$ cat config.mk
export PLATFORM = sky130hd
export DESIGN_NAME = ect_timing
export DESIGN_NICKNAME = d
export VERILOG_FILES = /design/src/core/ect_pkg.sv /design/src/core/ect_timing.sv
export SDC_FILE = /design/constraint.sdc
export NUM_CORES = 1
export LEC_CHECK = 0
export BUFFER_PORTS_ARGS = -buffer_cell sky130_fd_sc_hd__buf_4
export CORE_AREA = 3 3 61 63
export CTS_CLUSTER_SIZE = 25
export DETAILED_ROUTE_END_ITERATION = 6
export DIE_AREA = 0 0 64 66
export MAX_ROUTING_LAYER = met4
export PLACE_DENSITY = 0.77
export SLEW_MARGIN = 15
export SYNTH_ARGS = -nofsm -noshare
export SYNTH_HDL_FRONTEND = slang
export SYNTH_SLANG_ARGS = --single-unit
$ cat constraint.sdc
create_clock -name mclk -period 4.7 [get_ports mclk]
set_clock_uncertainty 0.05 [all_clocks]
set_input_delay 1.41 -clock mclk [delete_from_list [all_inputs] [get_ports mclk]]
set_output_delay 1.41 -clock mclk [all_outputs]
set_load 0.01 [all_outputs]
$ cat src/core/ect_pkg.sv
/*
 * Shared types and cost constants for the effective-address cycle
 * accounting block: addressing modes, instruction classes, the
 * (clocks, reads, writes) triple and the per-mode cost tables.
 * Assumes the sequencer supplies the mode and size codes given here.
 */
package ect_pkg;

  localparam int CLK_W = 8;
  localparam int CNT_W = 4;
  localparam int NUM_MODES = 12;

  // addressing modes, gray coded in table order
  typedef enum logic [3:0] {
    ECT_M_DREG    = 4'h0,
    ECT_M_AREG    = 4'h1,
    ECT_M_IND     = 4'h3,
    ECT_M_POSTINC = 4'h2,
    ECT_M_PREDEC  = 4'h6,
    ECT_M_DISP    = 4'h7,
    ECT_M_INDEX   = 4'h5,
    ECT_M_ABSW    = 4'h4,
    ECT_M_ABSL    = 4'hC,
    ECT_M_PCDISP  = 4'hD,
    ECT_M_PCINDEX = 4'hF,
    ECT_M_IMM     = 4'hE
  } ect_mode_t;

  // how the base count combines with the address cost
  typedef enum logic [1:0] {
    ECT_OP_MOVE     = 2'h0,
    ECT_OP_STD_PLUS = 2'h1,
    ECT_OP_STD_BARE = 2'h3,
    ECT_OP_XOR_DREG = 2'h2
  } ect_op_t;

  typedef struct packed {
    logic [CLK_W-1:0] clk;
    logic [CNT_W-1:0] rd;
    logic [CNT_W-1:0] wr;
  } ect_cost_t;

  typedef struct packed {
    logic      valid;
    ect_op_t   op;
    ect_mode_t mode;
    logic      is_long;
    logic      fetch;
    logic      idx_long;
    ect_cost_t base;
  } ect_req_t;

  typedef struct packed {
    logic      valid;
    logic      illegal;
    ect_cost_t ea;
    ect_cost_t total;
  } ect_rsp_t;

  localparam ect_cost_t ECT_ZERO = '{8'h00, 4'h0, 4'h0};

  // fetch costs, byte or word, indexed by table position
  localparam ect_cost_t ECT_FETCH_BW [NUM_MODES] = '{
    '{8'h00, 4'h0, 4'h0}, '{8'h00, 4'h0, 4'h0}, '{8'h04, 4'h1, 4'h0},
    '{8'h04, 4'h1, 4'h0}, '{8'h06, 4'h1, 4'h0}, '{8'h08, 4'h2, 4'h0},
    '{8'h0A, 4'h2, 4'h0}, '{8'h08, 4'h2, 4'h0}, '{8'h0C, 4'h3, 4'h0},
    '{8'h08, 4'h2, 4'h0}, '{8'h0A, 4'h2, 4'h0}, '{8'h04, 4'h1, 4'h0}};
  localparam ect_cost_t ECT_FETCH_L [NUM_MODES] = '{
    '{8'h00, 4'h0, 4'h0}, '{8'h00, 4'h0, 4'h0}, '{8'h08, 4'h2, 4'h0},
    '{8'h08, 4'h2, 4'h0}, '{8'h0A, 4'h2, 4'h0}, '{8'h0C, 4'h3, 4'h0},
    '{8'h0E, 4'h3, 4'h0}, '{8'h0C, 4'h3, 4'h0}, '{8'h10, 4'h4, 4'h0},
    '{8'h0C, 4'h3, 4'h0}, '{8'h0E, 4'h3, 4'h0}, '{8'h08, 4'h2, 4'h0}};
  localparam ect_cost_t ECT_NOFETCH_BW [NUM_MODES] = '{
    '{8'h00, 4'h0, 4'h0}, '{8'h00, 4'h0, 4'h0}, '{8'h02, 4'h0, 4'h0},
    '{8'h04, 4'h0, 4'h0}, '{8'h04, 4'h0, 4'h0}, '{8'h04, 4'h0, 4'h0},
    '{8'h08, 4'h1, 4'h0}, '{8'h04, 4'h1, 4'h0}, '{8'h08, 4'h2, 4'h0},
    '{8'h00, 4'h0, 4'h0}, '{8'h00, 4'h0, 4'h0}, '{8'h00, 4'h0, 4'h0}};
  localparam ect_cost_t ECT_NOFETCH_L [NUM_MODES] = '{
    '{8'h00, 4'h0, 4'h0}, '{8'h00, 4'h0, 4'h0}, '{8'h02, 4'h0, 4'h0},
    '{8'h04, 4'h0, 4'h0}, '{8'h04, 4'h0, 4'h0}, '{8'h04, 4'h1, 4'h0},
    '{8'h08, 4'h1, 4'h0}, '{8'h04, 4'h1, 4'h0}, '{8'h08, 4'h2, 4'h0},
    '{8'h00, 4'h0, 4'h0}, '{8'h00, 4'h0, 4'h0}, '{8'h00, 4'h0, 4'h0}};
  // modes that have a no-fetch form: register direct and memory only
  localparam logic [NUM_MODES-1:0] ECT_NOFETCH_OK = 12'h1FF;

  localparam ect_cost_t ECT_XOR_BW = '{8'h04, 4'h1, 4'h0};
  localparam ect_cost_t ECT_XOR_L  = '{8'h06, 4'h1, 4'h0};

endpackage

$ cat src/core/ect_timing.sv
/*
 * Effective-address cycle accounting: one request per cycle in, one
 * registered answer one clock later with the address cost and the
 * instruction total as clock/read/write triples.
 * Assumes requests are synchronous to mclk; sums wrap at field width.
 */
`timescale 1ns/100ps

module ect_timing (
  input  wire logic           mclk,
  input  wire logic           sys_rst,
  input  ect_pkg::ect_req_t   req,
  output ect_pkg::ect_rsp_t   rsp
);

  ////////////////////////////////////////////////////////////////////////

  ect_pkg::ect_cost_t fetch_bw;
  ect_pkg::ect_cost_t fetch_l;
  ect_pkg::ect_cost_t nofetch_bw;
  ect_pkg::ect_cost_t nofetch_l;
  ect_pkg::ect_cost_t fetch_cost;
  ect_pkg::ect_cost_t nofetch_cost;
  ect_pkg::ect_cost_t ea_d;
  ect_pkg::ect_cost_t sum_cost;
  ect_pkg::ect_cost_t xor_cost;
  ect_pkg::ect_cost_t total_d;
  logic               nofetch_ok;
  logic               regdir;
  logic               illegal_d;
  logic [3:0]         idx;
  logic               valid_q;
  logic               illegal_q;
  ect_pkg::ect_cost_t ea_q;
  ect_pkg::ect_cost_t total_q;

  // table position from the gray-coded mode; a spare code lands on the
  // register-direct row so it can never claim bus cycles
  always_comb begin
    unique case (req.mode)
      ect_pkg::ECT_M_DREG:    idx = 4'h0;
      ect_pkg::ECT_M_AREG:    idx = 4'h1;
      ect_pkg::ECT_M_IND:     idx = 4'h2;
      ect_pkg::ECT_M_POSTINC: idx = 4'h3;
      ect_pkg::ECT_M_PREDEC:  idx = 4'h4;
      ect_pkg::ECT_M_DISP:    idx = 4'h5;
      ect_pkg::ECT_M_INDEX:   idx = 4'h6;
      ect_pkg::ECT_M_ABSW:    idx = 4'h7;
      ect_pkg::ECT_M_ABSL:    idx = 4'h8;
      ect_pkg::ECT_M_PCDISP:  idx = 4'h9;
      ect_pkg::ECT_M_PCINDEX: idx = 4'hA;
      ect_pkg::ECT_M_IMM:     idx = 4'hB;
      default:                idx = 4'h0;
    endcase
  end

  assign regdir = (req.mode == ect_pkg::ECT_M_DREG) ||
                  (req.mode == ect_pkg::ECT_M_AREG);

  ////////////////////////////////////////////////////////////////////////

  assign fetch_bw   = ect_pkg::ECT_FETCH_BW[idx];
  assign fetch_l    = ect_pkg::ECT_FETCH_L[idx];
  assign nofetch_bw = ect_pkg::ECT_NOFETCH_BW[idx];
  assign nofetch_l  = ect_pkg::ECT_NOFETCH_L[idx];
  // no-fetch column exists only for register and memory modes
  assign nofetch_ok = ect_pkg::ECT_NOFETCH_OK[idx];

  ////////////////////////////////////////////////////////////////////////

  always_comb begin
    if (req.is_long) begin
      fetch_cost   = fetch_l;
      nofetch_cost = nofetch_l;
    end else begin
      fetch_cost   = fetch_bw;
      nofetch_cost = nofetch_bw;
    end
  end

  ////////////////////////////////////////////////////////////////////////

  // address cost of the requested column
  always_comb begin
    if (req.fetch) begin
      ea_d = fetch_cost;
    end else begin
      ea_d = nofetch_cost;
    end
    if (regdir) begin
      ea_d = ect_pkg::ECT_ZERO;
    end
    ea_d.wr = '0;
  end

  ////////////////////////////////////////////////////////////////////////

  // an odd combination is flagged, not dropped: the costs still follow
  always_comb begin
    illegal_d = 1'b0;
    // pc-relative and immediate always read their operand
    if (!req.fetch && !nofetch_ok) begin
      illegal_d = 1'b1;
    end
    if (req.op == ect_pkg::ECT_OP_XOR_DREG &&
        req.mode != ect_pkg::ECT_M_DREG) begin
      illegal_d = 1'b1;
    end
  end

  ////////////////////////////////////////////////////////////////////////

  // per-field sum, wraps at field width
  always_comb begin
    sum_cost.clk = req.base.clk + ea_d.clk;
    sum_cost.rd  = req.base.rd + ea_d.rd;
    sum_cost.wr  = req.base.wr + ea_d.wr;
  end

  ////////////////////////////////////////////////////////////////////////

  always_comb begin
    if (req.is_long) begin
      xor_cost = ect_pkg::ECT_XOR_L;
    end else begin
      xor_cost = ect_pkg::ECT_XOR_BW;
    end
  end

  ////////////////////////////////////////////////////////////////////////

  // combine base and address cost by instruction class
  always_comb begin
    total_d = req.base;
    unique case (req.op)
      ect_pkg::ECT_OP_MOVE:     total_d = req.base;
      ect_pkg::ECT_OP_STD_PLUS: total_d = sum_cost;
      ect_pkg::ECT_OP_STD_BARE: total_d = req.base;
      ect_pkg::ECT_OP_XOR_DREG: total_d = xor_cost;
    endcase
  end

  ////////////////////////////////////////////////////////////////////////

  // answer strobe, one clock after the request
  always_ff @(posedge mclk) begin
    if (sys_rst) begin
      valid_q <= 1'b0;
    end else begin
      valid_q <= req.valid;
    end
  end

  // illegal flag only ever rides with the strobe
  always_ff @(posedge mclk) begin
    if (sys_rst) begin
      illegal_q <= 1'b0;
    end else begin
      illegal_q <= req.valid & illegal_d;
    end
  end

  // costs follow every cycle; read them only beside the strobe
  always_ff @(posedge mclk) begin
    if (sys_rst) begin
      ea_q <= ect_pkg::ECT_ZERO;
    end else begin
      ea_q <= ea_d;
    end
  end

  always_ff @(posedge mclk) begin
    if (sys_rst) begin
      total_q <= ect_pkg::ECT_ZERO;
    end else begin
      total_q <= total_d;
    end
  end

  ////////////////////////////////////////////////////////////////////////

  // outputs come straight from the flops
  always_comb begin
    rsp.valid   = valid_q;
    rsp.illegal = illegal_q;
    rsp.ea      = ea_q;
    rsp.total   = total_q;
  end

endmodule

Word level (Yosys, flattened, before mapping)
Memory sizes are Yosys's and may differ from the RTL's.
Cells that the tools add are included.
- add/sub/neg operators: 2
- magnitude comparators: 2
- equal/unequal tests: 4
- mux-type cells: 17
- bitwise gates (word level): 2
- reductions and logical operators: 9
- operators by type and width (cell ; number):
    two-way mux 16 bit ; 12
    one-hot mux 16 bit (3 select lines) ; 1
    two-way mux 10 bit ; 1
    adder 8 bit ; 1
    >= comparator 5 bit (second input constant) ; 1
    < comparator 4 x 5 -> 1 bit (second input constant) ; 1
    inverter 4 -> 5 bit ; 1
    adder 4 bit ; 1
    == test 2 bit (second input constant) ; 2
    == test 4 x 1 -> 1 bit (second input constant) ; 1
    logical NOT 4 bit ; 1
    nonzero test 4 bit ; 1
    two-way mux 1 bit ; 3
    == test 2 x 1 -> 1 bit (second input constant) ; 1
    logical AND 1 bit ; 2
    logical NOT 1 bit ; 2
    logical NOT 2 bit ; 1
    OR reduction 2 bit ; 1
    AND 1 bit ; 1
    logical OR 1 bit ; 1
- bits in registers: 34
- ROM bits: 1104
- input port bits: 28
- output and inout port bits: 34
- logic and storage cells: 50
- memories kept: 6
- memories (name ; depth ; width ; read ports ; clocked after memory_dff ; write ports ; RTL line ; RTL):
    (name not given) ; 16 ; 16 ; 1 ; 0 ; 0 ; ect_timing.sv:65 ; assign nofetch_l = ect_pkg::ECT_NOFETCH_L[idx];
    (name not given) ; 16 ; 16 ; 1 ; 0 ; 0 ; ect_timing.sv:64 ; assign nofetch_bw = ect_pkg::ECT_NOFETCH_BW[idx];
    (name not given) ; 16 ; 16 ; 1 ; 0 ; 0 ; ect_timing.sv:63 ; assign fetch_l = ect_pkg::ECT_FETCH_L[idx];
    (name not given) ; 16 ; 16 ; 1 ; 0 ; 0 ; ect_timing.sv:62 ; assign fetch_bw = ect_pkg::ECT_FETCH_BW[idx];
    (name not given) ; 16 ; 4 ; 1 ; 0 ; 0 ; ect_timing.sv:40 ; unique case (req.mode)
    (name not given) ; 16 ; 1 ; 1 ; 0 ; 0 ; ect_timing.sv:67 ; assign nofetch_ok = ect_pkg::ECT_NOFETCH_OK[idx];

Depth between registers and ports, before layout
Gate-level depths: netlist (run 1).
An unclocked memory read counts as a cell.
- word-level depth: 10
- gate-level depth with buffers: 15
- gate-level depth less buffers: 15

Least setup slack after synthesis (run 1)
Ideal clock, no wire load.
- path type: input-to-reg
- start point: in req[20] (netlist name)
- end point: reg total_q, in the netlist rsp[15]
- setup time: 0.124 ns
- arrival: 4.091 ns
- required time: 4.526 ns
- setup slack: 0.435 ns
- cell stages on the path: 12
- buffers on the path: 0
- cell sequence: ha_1 > mux2_4 > ha_1 > mux2_2 > mux2i_1 > a31o_1 > or3_1 > fa_1 > nand2b_1 > a21boi_1 > o2111ai_1 > mux2i_1
- word-level cells in the longest chain between the ends: 10
- elaborated cells on any way between the ends: 23
- classes of those cells: 1 x add/sub; 1 x eq/ne; 13 x mux; 1 x bitwise; 2 x reduce/logical; 5 x memory
- RTL lines (item ; RTL line ; RTL):
    start, declared ; ect_timing.sv:12 ; input ect_pkg::ect_req_t req,
    memory (16 x 4 bit) ; n/a ;
    inverter 4 -> 5 bit (implied by the code) ; n/a ;
    memory (16 x 16 bit) (on tied branches) ; n/a ;
    two-way mux 16 bit (on tied branches) (2 in a row) ; n/a ;
    two-way mux 16 bit ; ect_timing.sv:72 ; if (req.is_long) begin
    two-way mux 16 bit ; ect_timing.sv:85 ; if (req.fetch) begin
    two-way mux 16 bit (*) ; ect_timing.sv:90 ; if (regdir) begin
    adder 8 bit (*) ; ect_timing.sv:115 ; sum_cost.clk = req.base.clk + ea_d.clk;
    one-hot mux 16 bit (3 select lines) (*) ; ect_timing.sv:135 ; unique case (req.op)
    end signal, assigned ; ect_timing.sv:174 ; total_q <= ect_pkg::ECT_ZERO;
    end signal, assigned ; ect_timing.sv:176 ; total_q <= total_d;
    end, declared ; ect_timing.sv:35 ; ect_pkg::ect_cost_t total_q;
Every way passes the cells marked *; elsewhere a longest branch is shown, timed or not. The select of a mux whose other input is x is not followed.
A chain may end at the register's enable or synchronous reset.

Final worst setup path (run 1)
Ends and elaborated chain as after synthesis.

==> results.json, run 1 <==
{
  "die_w_um": 64,
  "dr.pass1.iters": 6,
  "hp-class": "in -> reg",
  "ys_ff_latch": 24,
  "post-route-util_pct": 58.2,
  "antenna_left": 0,
  "ios": 62,
  "async_flop_share_pct": 0,
  "cts.path.max_buffers": 2,
  "slowest_delay_ns": 0.42,
  "synthTopCellsByCount": "24 x dfxtp_1, 18 x nor2_1, 16 x ha_1",
  "outcome": "finished clean",
  "slew_headroom_pct": 61.6,
  "cp_cell_sequence": "buf_4 -> ha_1 -> mux2_4 -> inv_2 -> ha_1 -> mux2_2 -> mux2i_1 -> a31o_1 -> or3_1 -> fa_1 -> nand2b_1 -> a21boi_1 -> o2111ai_1 -> mux2i_1",
  "area_growth_pct": 25.6,
  "root_buffer": "clkbuf_4",
  "crit_arrival_ns": 4.39,
  "cts_resized": 0,
  "slew_viol_final": 0,
  "grt_pass1_wl_um": 5090,
  "num_vias": 1381,
  "track_usage_pct": 15.5,
  "fin_cells": 269,
  "synth_top_area_share_pct": 31.6,
  "coreArea_um2": 3280,
  "drive_gt1_share_pct": 27.4,
  "fin_hold_ws_ns": 1.25,
  "fp.dieH_um": 66,
  "rsz0062_at_grt": "no",
  "synth_edf_count": 0,
  "critPathBufInv": 2,
  "fmax_ghz": 0.235,
  "path_max_fanout": 5,
  "antenna_found_initial": 0,
  "slowest_stage": "fa_1",
  "maxCapViolCount": 0,
  "fillCellCount": 300,
  "fin_tns_setup_ns": 0,
  "dp_hpwl_um": 2600,
  "cts_tree": "done",
  "postSynthCellCount": 178,
  "nets": 271,
  "synth-seq-area-share_pct": 31.6,
  "setup_violations": 0,
  "num_rows": 21,
  "clk_pin_slew_worst_paths_ns": 0.11,
  "holdCritStartpoint": "req[2]",
  "critical_path.top_delay_family": "adder cells",
  "drt_wl_total_um": 3190,
  "fin_crit_sh_pct": 90.4,
  "syn_area_per_cell_um2": 8.55,
  "drt_iter0_drc": 63,
  "cts.sinks": 24,
  "detail_route.wl_per_cell_um": 11.9,
  "antennaDiodeCount": 0,
  "cp.depth": 14,
  "synthTopCellsByArea": "dfxtp_1 32%, ha_1 13%, buf_4 5.9%, nor2_1 4.4%, a21oi_1 3.9%",
  "path_class": "in -> reg",
  "startpoint_type": "primary input",
  "synth_top_cell_by_area": "dfxtp_1",
  "start_util_pct": 46.3,
  "grt_max_degree": 22,
  "ir_drop_mv": 0.0985,
  "ys.flop_type": "dfxtp_1",
  "dieArea_um2": 4220,
  "worst_pin_slew_ns": 0.575,
  "post_cts_buffers": 0,
  "synth_warnings": 0,
  "routabilityCongestion": 0.880,
  "dpl.cell_count": 266,
  "portBuffers": 51,
  "layout_min_cycle_time_ns": 4.25,
  "cp-startpoint": "req[20]",
  "synth_cell_types": 47,
  "power-per-cell-area_nw_per_um2": 241,
  "ctsHtreeMaxLevel": 1,
  "routed_via_density": 5.13,
  "cts_buffers": 3,
  "min_path_cells": 2,
  "grt_pass1_vias": 1158,
  "cts_hold_buffers": 0,
  "p_leak_uw": 0.000921,
  "gr-total-overflow": 0,
  "critPathRequiredTime_ns": 4.84,
  "syn_area_um2": 1520,
  "drcViolationCount": 0,
  "hold_viol_final": 0,
  "p_total_uw": 460,
  "yosysMostFrequentCell": "dfxtp_1",
  "cp-end-kind": "flop"
}
-- per-layer routing --
metal,GRT usage (%),part of all wire [%],vias up
met3,1.87,8.5,4
li1,-,-,697
met4,6.47,1.5,0
met1,20.8,44,617
met2,23.6,46,63
met5,-,0,-
-- cell type report --
class	count	area [µm²]	area share, %
timing repair buffer	53	398	20.8
tap	46	57.6	3.01
multi-input combinational	132	911	47.7
inverter	11	41.3	2.16
sequential	24	480	25.1
clock buffer	3	22.5	1.18
-- sequential cells by signal (all words and copies together) (netlist names) --
register   flops
valid_q        1
rsp           22
illegal_q      1
-- kinds of logic after synthesis --
family	share of synthesized area, %
fa+ha+maj	15.8
simple gates	19.5
buf+inv	10.5
compound gates	16.9
mux	3.78
xor+xnor	1.73
other cells	0.246
flops	31.6
-- where the power goes --
part / switching (µW) / leakage [µW] / total [µW] / internal, µW
sequential: 3.40 / 0.000198 / 221 / 217
combinational: 81.2 / 0.000710 / 156 / 74.7
clock: 53.4 / 0.0000138 / 83.3 / 29.9
-- layout by cell type, fill, tap and decap left out, drive strengths merged, types with 2 or more instances in the layout --
cell / n
a211oi: 4
a21boi: 2
a21o: 2
a21oi: 12
a22oi: 3
a31oi: 3
and2: 5
buf: 53
clkbuf: 3
conb: 9
dfxtp: 24
fa: 2
ha: 16
inv: 11
mux2: 3
mux2i: 2
nand2: 6
nand2b: 5
nand3: 4
nor2: 18
nor2b: 2
nor3: 8
nor3b: 2
nor4: 3
o211ai: 2
o21ai: 4
xnor2: 2
-- metrics by stage --
stage | area, µm² | setup WS [ns]
2_1_floorplan | 1550 | 0.435
3_3_place_gp | 1890 | 0.172
5_1_grt | 1910 | 0.348
6_report | 1910 | 0.451
3_5_place_dp | 1890 | 0.167
4_1_cts | 1910 | 0.468
-- final timing paths --
kind	endpoint	slack, ns
max	rsp[15]	0.45
min	rsp[2]	1.25
Power figures use the tool's default switching activity.
==> run 2: changes to the inputs <==
--- a/config.mk
+++ b/config.mk
@@ -10,7 +10,6 @@
 export CTS_CLUSTER_SIZE = 25
 export DETAILED_ROUTE_END_ITERATION = 6
 export DIE_AREA = 0 0 64 66
-export MAX_ROUTING_LAYER = met4
 export PLACE_DENSITY = 0.77
 export SLEW_MARGIN = 15
 export SYNTH_ARGS = -nofsm -noshare
==> results.json, run 2 (synthesis gave the netlist of run 1 again) <==
{
  "slew_viol_final": 0,
  "antennaDiodeCount": 0,
  "routed_via_density": 5.13,
  "grt_pass1_vias": 1157,
  "portBuffers": 51,
  "multi_input_area_um2": 911,
  "power-per-cell-area_nw_per_um2": 241,
  "crit_arrival_ns": 4.39,
  "dpl.cell_count": 266,
  "setup_violations": 0,
  "layout_min_cycle_time_ns": 4.25,
  "slowest_stage": "fa_1",
  "hp-class": "in -> reg",
  "layout_setup_ws_ns": 0.451,
  "die_w_um": 64,
  "gr-total-overflow": 0,
  "p_leak_uw": 0.000921,
  "grt_max_degree": 22,
  "area_growth_pct": 25.6,
  "drcViolationCount": 0,
  "final_common_cell": "buf_4",
  "slowest_delay_ns": 0.42,
  "root_buffer": "clkbuf_4",
  "ctsHtreeMaxLevel": 1,
  "clk_pin_slew_worst_paths_ns": 0.11,
  "num_vias": 1381,
  "fmax_ghz": 0.235,
  "outcome": "finished clean",
  "grt_pass1_wl_um": 5100,
  "start_util_pct": 46.3,
  "path_class": "in -> reg",
  "slew_headroom_pct": 61.6,
  "largest_reg_flops": 22,
  "worst_pin_slew_ns": 0.575,
  "detail_route.wl_per_cell_um": 11.9,
  "cts.path.max_buffers": 2,
  "dr.pass1.iters": 6,
  "dp_hpwl_um": 2600,
  "post_cts_buffers": 0,
  "drt_wl_total_um": 3190,
  "fin_tns_setup_ns": 0,
  "antenna_found_initial": 0,
  "cts_buffers": 3,
  "hold_viol_final": 0,
  "ir_drop_mv": 0.0985,
  "fp.dieH_um": 66,
  "cts.sinks": 24,
  "cp.depth": 14,
  "critical_path.top_delay_family": "adder cells",
  "drt_iter0_drc": 64,
  "final_cell_mix": "53 x buf_4, 24 x dfxtp_1, 18 x nor2_1",
  "ios": 62,
  "post-place-ws_ns": 0.167,
  "critPathBufInv": 2,
  "routabilityCongestion": 0.866,
  "cts_tree": "done",
  "min_path_cells": 2,
  "ff_latch_area_um2": 480,
  "startpoint_type": "primary input",
  "num_rows": 21,
  "rsz0062_at_grt": "no",
  "critPathRequiredTime_ns": 4.84,
  "track_usage_pct": 15.1,
  "fin_cells": 269,
  "maxCapViolCount": 0,
  "fin_crit_sh_pct": 90.4,
  "drive_gt1_share_pct": 27.4,
  "cts_resized": 0,
  "cts_hold_buffers": 0,
  "coreArea_um2": 3280,
  "cp_cell_sequence": "buf_4 -> ha_1 -> mux2_4 -> inv_2 -> ha_1 -> mux2_2 -> mux2i_1 -> a31o_1 -> or3_1 -> fa_1 -> nand2b_1 -> a21boi_1 -> o2111ai_1 -> mux2i_1",
  "fillCellCount": 300,
  "dieArea_um2": 4220,
  "antenna_left": 0,
  "cp-end-kind": "flop",
  "nets": 271,
  "path_max_fanout": 5
}
## run 2: path summary, 6_finish.rpt
path / slack, ns / startpoint / end
min: 1.25 / req[2] / rsp[2]
max: 0.45 / req[20] / rsp[15]
## run 2: cell type report
type / count / share of cell area [%]
Multi-Input combinational cell: 132 / 47.7
Sequential cell: 24 / 25.1
Timing Repair Buffer: 53 / 20.8
Clock buffer: 3 / 1.18
Tap cell: 46 / 3.01
Inverter: 11 / 2.16
## run 2: power breakdown
part	total (µW)	switching [µW]	internal [µW]
clock network	83.3	53.4	29.9
registers	221	3.39	217
logic	156	81.2	74.7
## run 2: layer usage
| metal | vias up | global-route usage (%) | share of wire [%] |
|---|---|---|---|
| li1 | 697 | - | - |
| met1 | 617 | 20.8 | 44 |
| met2 | 63 | 23.6 | 46 |
| met3 | 4 | 1.87 | 8.5 |
| met4 | 0 | 6.47 | 1.5 |
| met5 | - | 0 | 0 |
## run 2: per-stage QoR
| stage | instance area [µm²] | total power [µW] | utilization, % | hold slack, ns |
|---|---|---|---|---|
| final | 1910 | 460 | 58.2 | 1.25 |
| after global routing | 1910 | 494 | 58.2 | 1.23 |
| after CTS | 1910 | 464 | 58.2 | 1.25 |
| after detailed placement | 1890 | 382 | 57.5 | 1.57 |
| after global placement | 1890 | 379 | 57.5 | 1.56 |
| after floorplan | 1550 | 327 | - | 1.44 |
==> run 3: changes to the inputs <==
--- a/config.mk
+++ b/config.mk
@@ -10,7 +10,7 @@
 export CTS_CLUSTER_SIZE = 25
 export DETAILED_ROUTE_END_ITERATION = 6
 export DIE_AREA = 0 0 64 66
-export PLACE_DENSITY = 0.77
+export PLACE_DENSITY = 0.76
 export SLEW_MARGIN = 15
 export SYNTH_ARGS = -nofsm -noshare
 export SYNTH_HDL_FRONTEND = slang
==> results.json, run 3 (synthesis gave the netlist of run 1 again) <==
{
  "cts_resized": 0,
  "slew_viol_final": 0,
  "cts_hold_buffers": 0,
  "layout_setup_ws_ns": 0.426,
  "cts.path.max_buffers": 2,
  "final_common_cell": "buf_4",
  "fin_crit_sh_pct": 90.9,
  "fmax_ghz": 0.234,
  "slowest_stage": "fa_1",
  "drive_gt1_share_pct": 27.7,
  "cp-end-kind": "flop",
  "p_leak_uw": 0.000928,
  "finalInstanceArea_um2": 1920,
  "grt_max_degree": 22,
  "final_cell_mix": "53 x buf_4, 24 x dfxtp_1, 18 x nor2_1",
  "critical_path.top_delay_family": "adder cells",
  "cts_buffers": 3,
  "area_growth_pct": 26.5,
  "critPathRequiredTime_ns": 4.86,
  "detail_route.wl_per_cell_um": 12.0,
  "outcome": "finished clean",
  "dr.pass1.iters": 4,
  "cp_cell_sequence": "buf_4 -> ha_1 -> mux2_4 -> inv_2 -> ha_1 -> mux2_2 -> mux2i_1 -> a31o_1 -> or3_1 -> fa_1 -> nand2b_1 -> a21boi_1 -> o2111ai_1 -> mux2i_1",
  "placed_area_um2": 1890,
  "antenna_found_initial": 0,
  "nets": 271,
  "routabilityCongestion": 0.839,
  "dp_hpwl_um": 2620,
  "rsz0062_at_grt": "no",
  "layout_min_cycle_time_ns": 4.27,
  "grt_pass1_vias": 1254,
  "critPathBufInv": 2,
  "cts_tree": "done",
  "track_usage_pct": 16.0,
  "fp.dieH_um": 66,
  "slowest_delay_ns": 0.43,
  "crit_arrival_ns": 4.43,
  "start_util_pct": 46.3,
  "post-route-util_pct": 58.6,
  "drt_iter0_drc": 51,
  "maxCapViolCount": 0,
  "coreArea_um2": 3280,
  "dieArea_um2": 4220,
  "num_vias": 1389,
  "hold_viol_final": 0,
  "cp-startpoint": "req[20]",
  "cts.sinks": 24,
  "antenna_left": 0,
  "antennaDiodeCount": 0,
  "portBuffers": 51,
  "num_rows": 21,
  "path_max_fanout": 5,
  "slew_headroom_pct": 63.7,
  "routed_via_density": 5.14,
  "post_cts_buffers": 0,
  "gr-total-overflow": 0,
  "fin_hold_ws_ns": 1.24,
  "largest_reg_flops": 22,
  "post-place-ws_ns": 0.116,
  "power-per-cell-area_nw_per_um2": 251,
  "clk_pin_slew_worst_paths_ns": 0.12,
  "fin_tns_setup_ns": 0,
  "root_buffer": "clkbuf_4",
  "ir_drop_mv": 0.0932,
  "drcViolationCount": 0,
  "path_class": "in -> reg",
  "ios": 62,
  "setup_violations": 0,
  "holdCritStartpoint": "req[8]",
  "fillCellCount": 320,
  "worst_pin_slew_ns": 0.544,
  "die_w_um": 64,
  "drt_wl_total_um": 3240,
  "ctsHtreeMaxLevel": 1,
  "grt_pass1_wl_um": 5440,
  "startpoint_type": "primary input",
  "hp-class": "in -> reg"
}
==> run 3: report_power, final <==
| part | switching [µW] | internal (µW) | total [µW] |
|---|---|---|---|
| registers | 3.57 | 217 | 221 |
| clock network | 57.7 | 47.3 | 105 |
| logic | 81.7 | 75.0 | 157 |
| total | 143 | 340 | 483 |
==> run 3: through the flow <==
stage | cells | total power (µW)
3_3_place_gp | 266 | 379
5_1_grt | 270 | 518
4_1_cts | 270 | 487
3_5_place_dp | 266 | 381
2_1_floorplan | 186 | 327
6_report | 270 | 483
==> run 3: worst paths after layout <==
check      end  cells past startpoint
min     rsp[8]                      2
max    rsp[15]                     14
==> run 3: final cells by class <==
type                       count  area (µm²)  area share [%]
timing repair buffer          53         398            20.7
sequential                    24         480            25.0
tap                           46        57.6            2.99
inverter                      11        41.3            2.15
clock buffer                   4        36.3            1.89
multi-input combinational    132         911            47.3
==> run 3: layer usage <==
| layer | track usage [%] | wire [µm] |
|---|---|---|
| met2 | 27.4 | 1550 |
| met4 | 5.66 | 44 |
| met3 | 2.72 | 249 |
| met5 | 0 | 0 |
| met1 | 20.0 | 1400 |
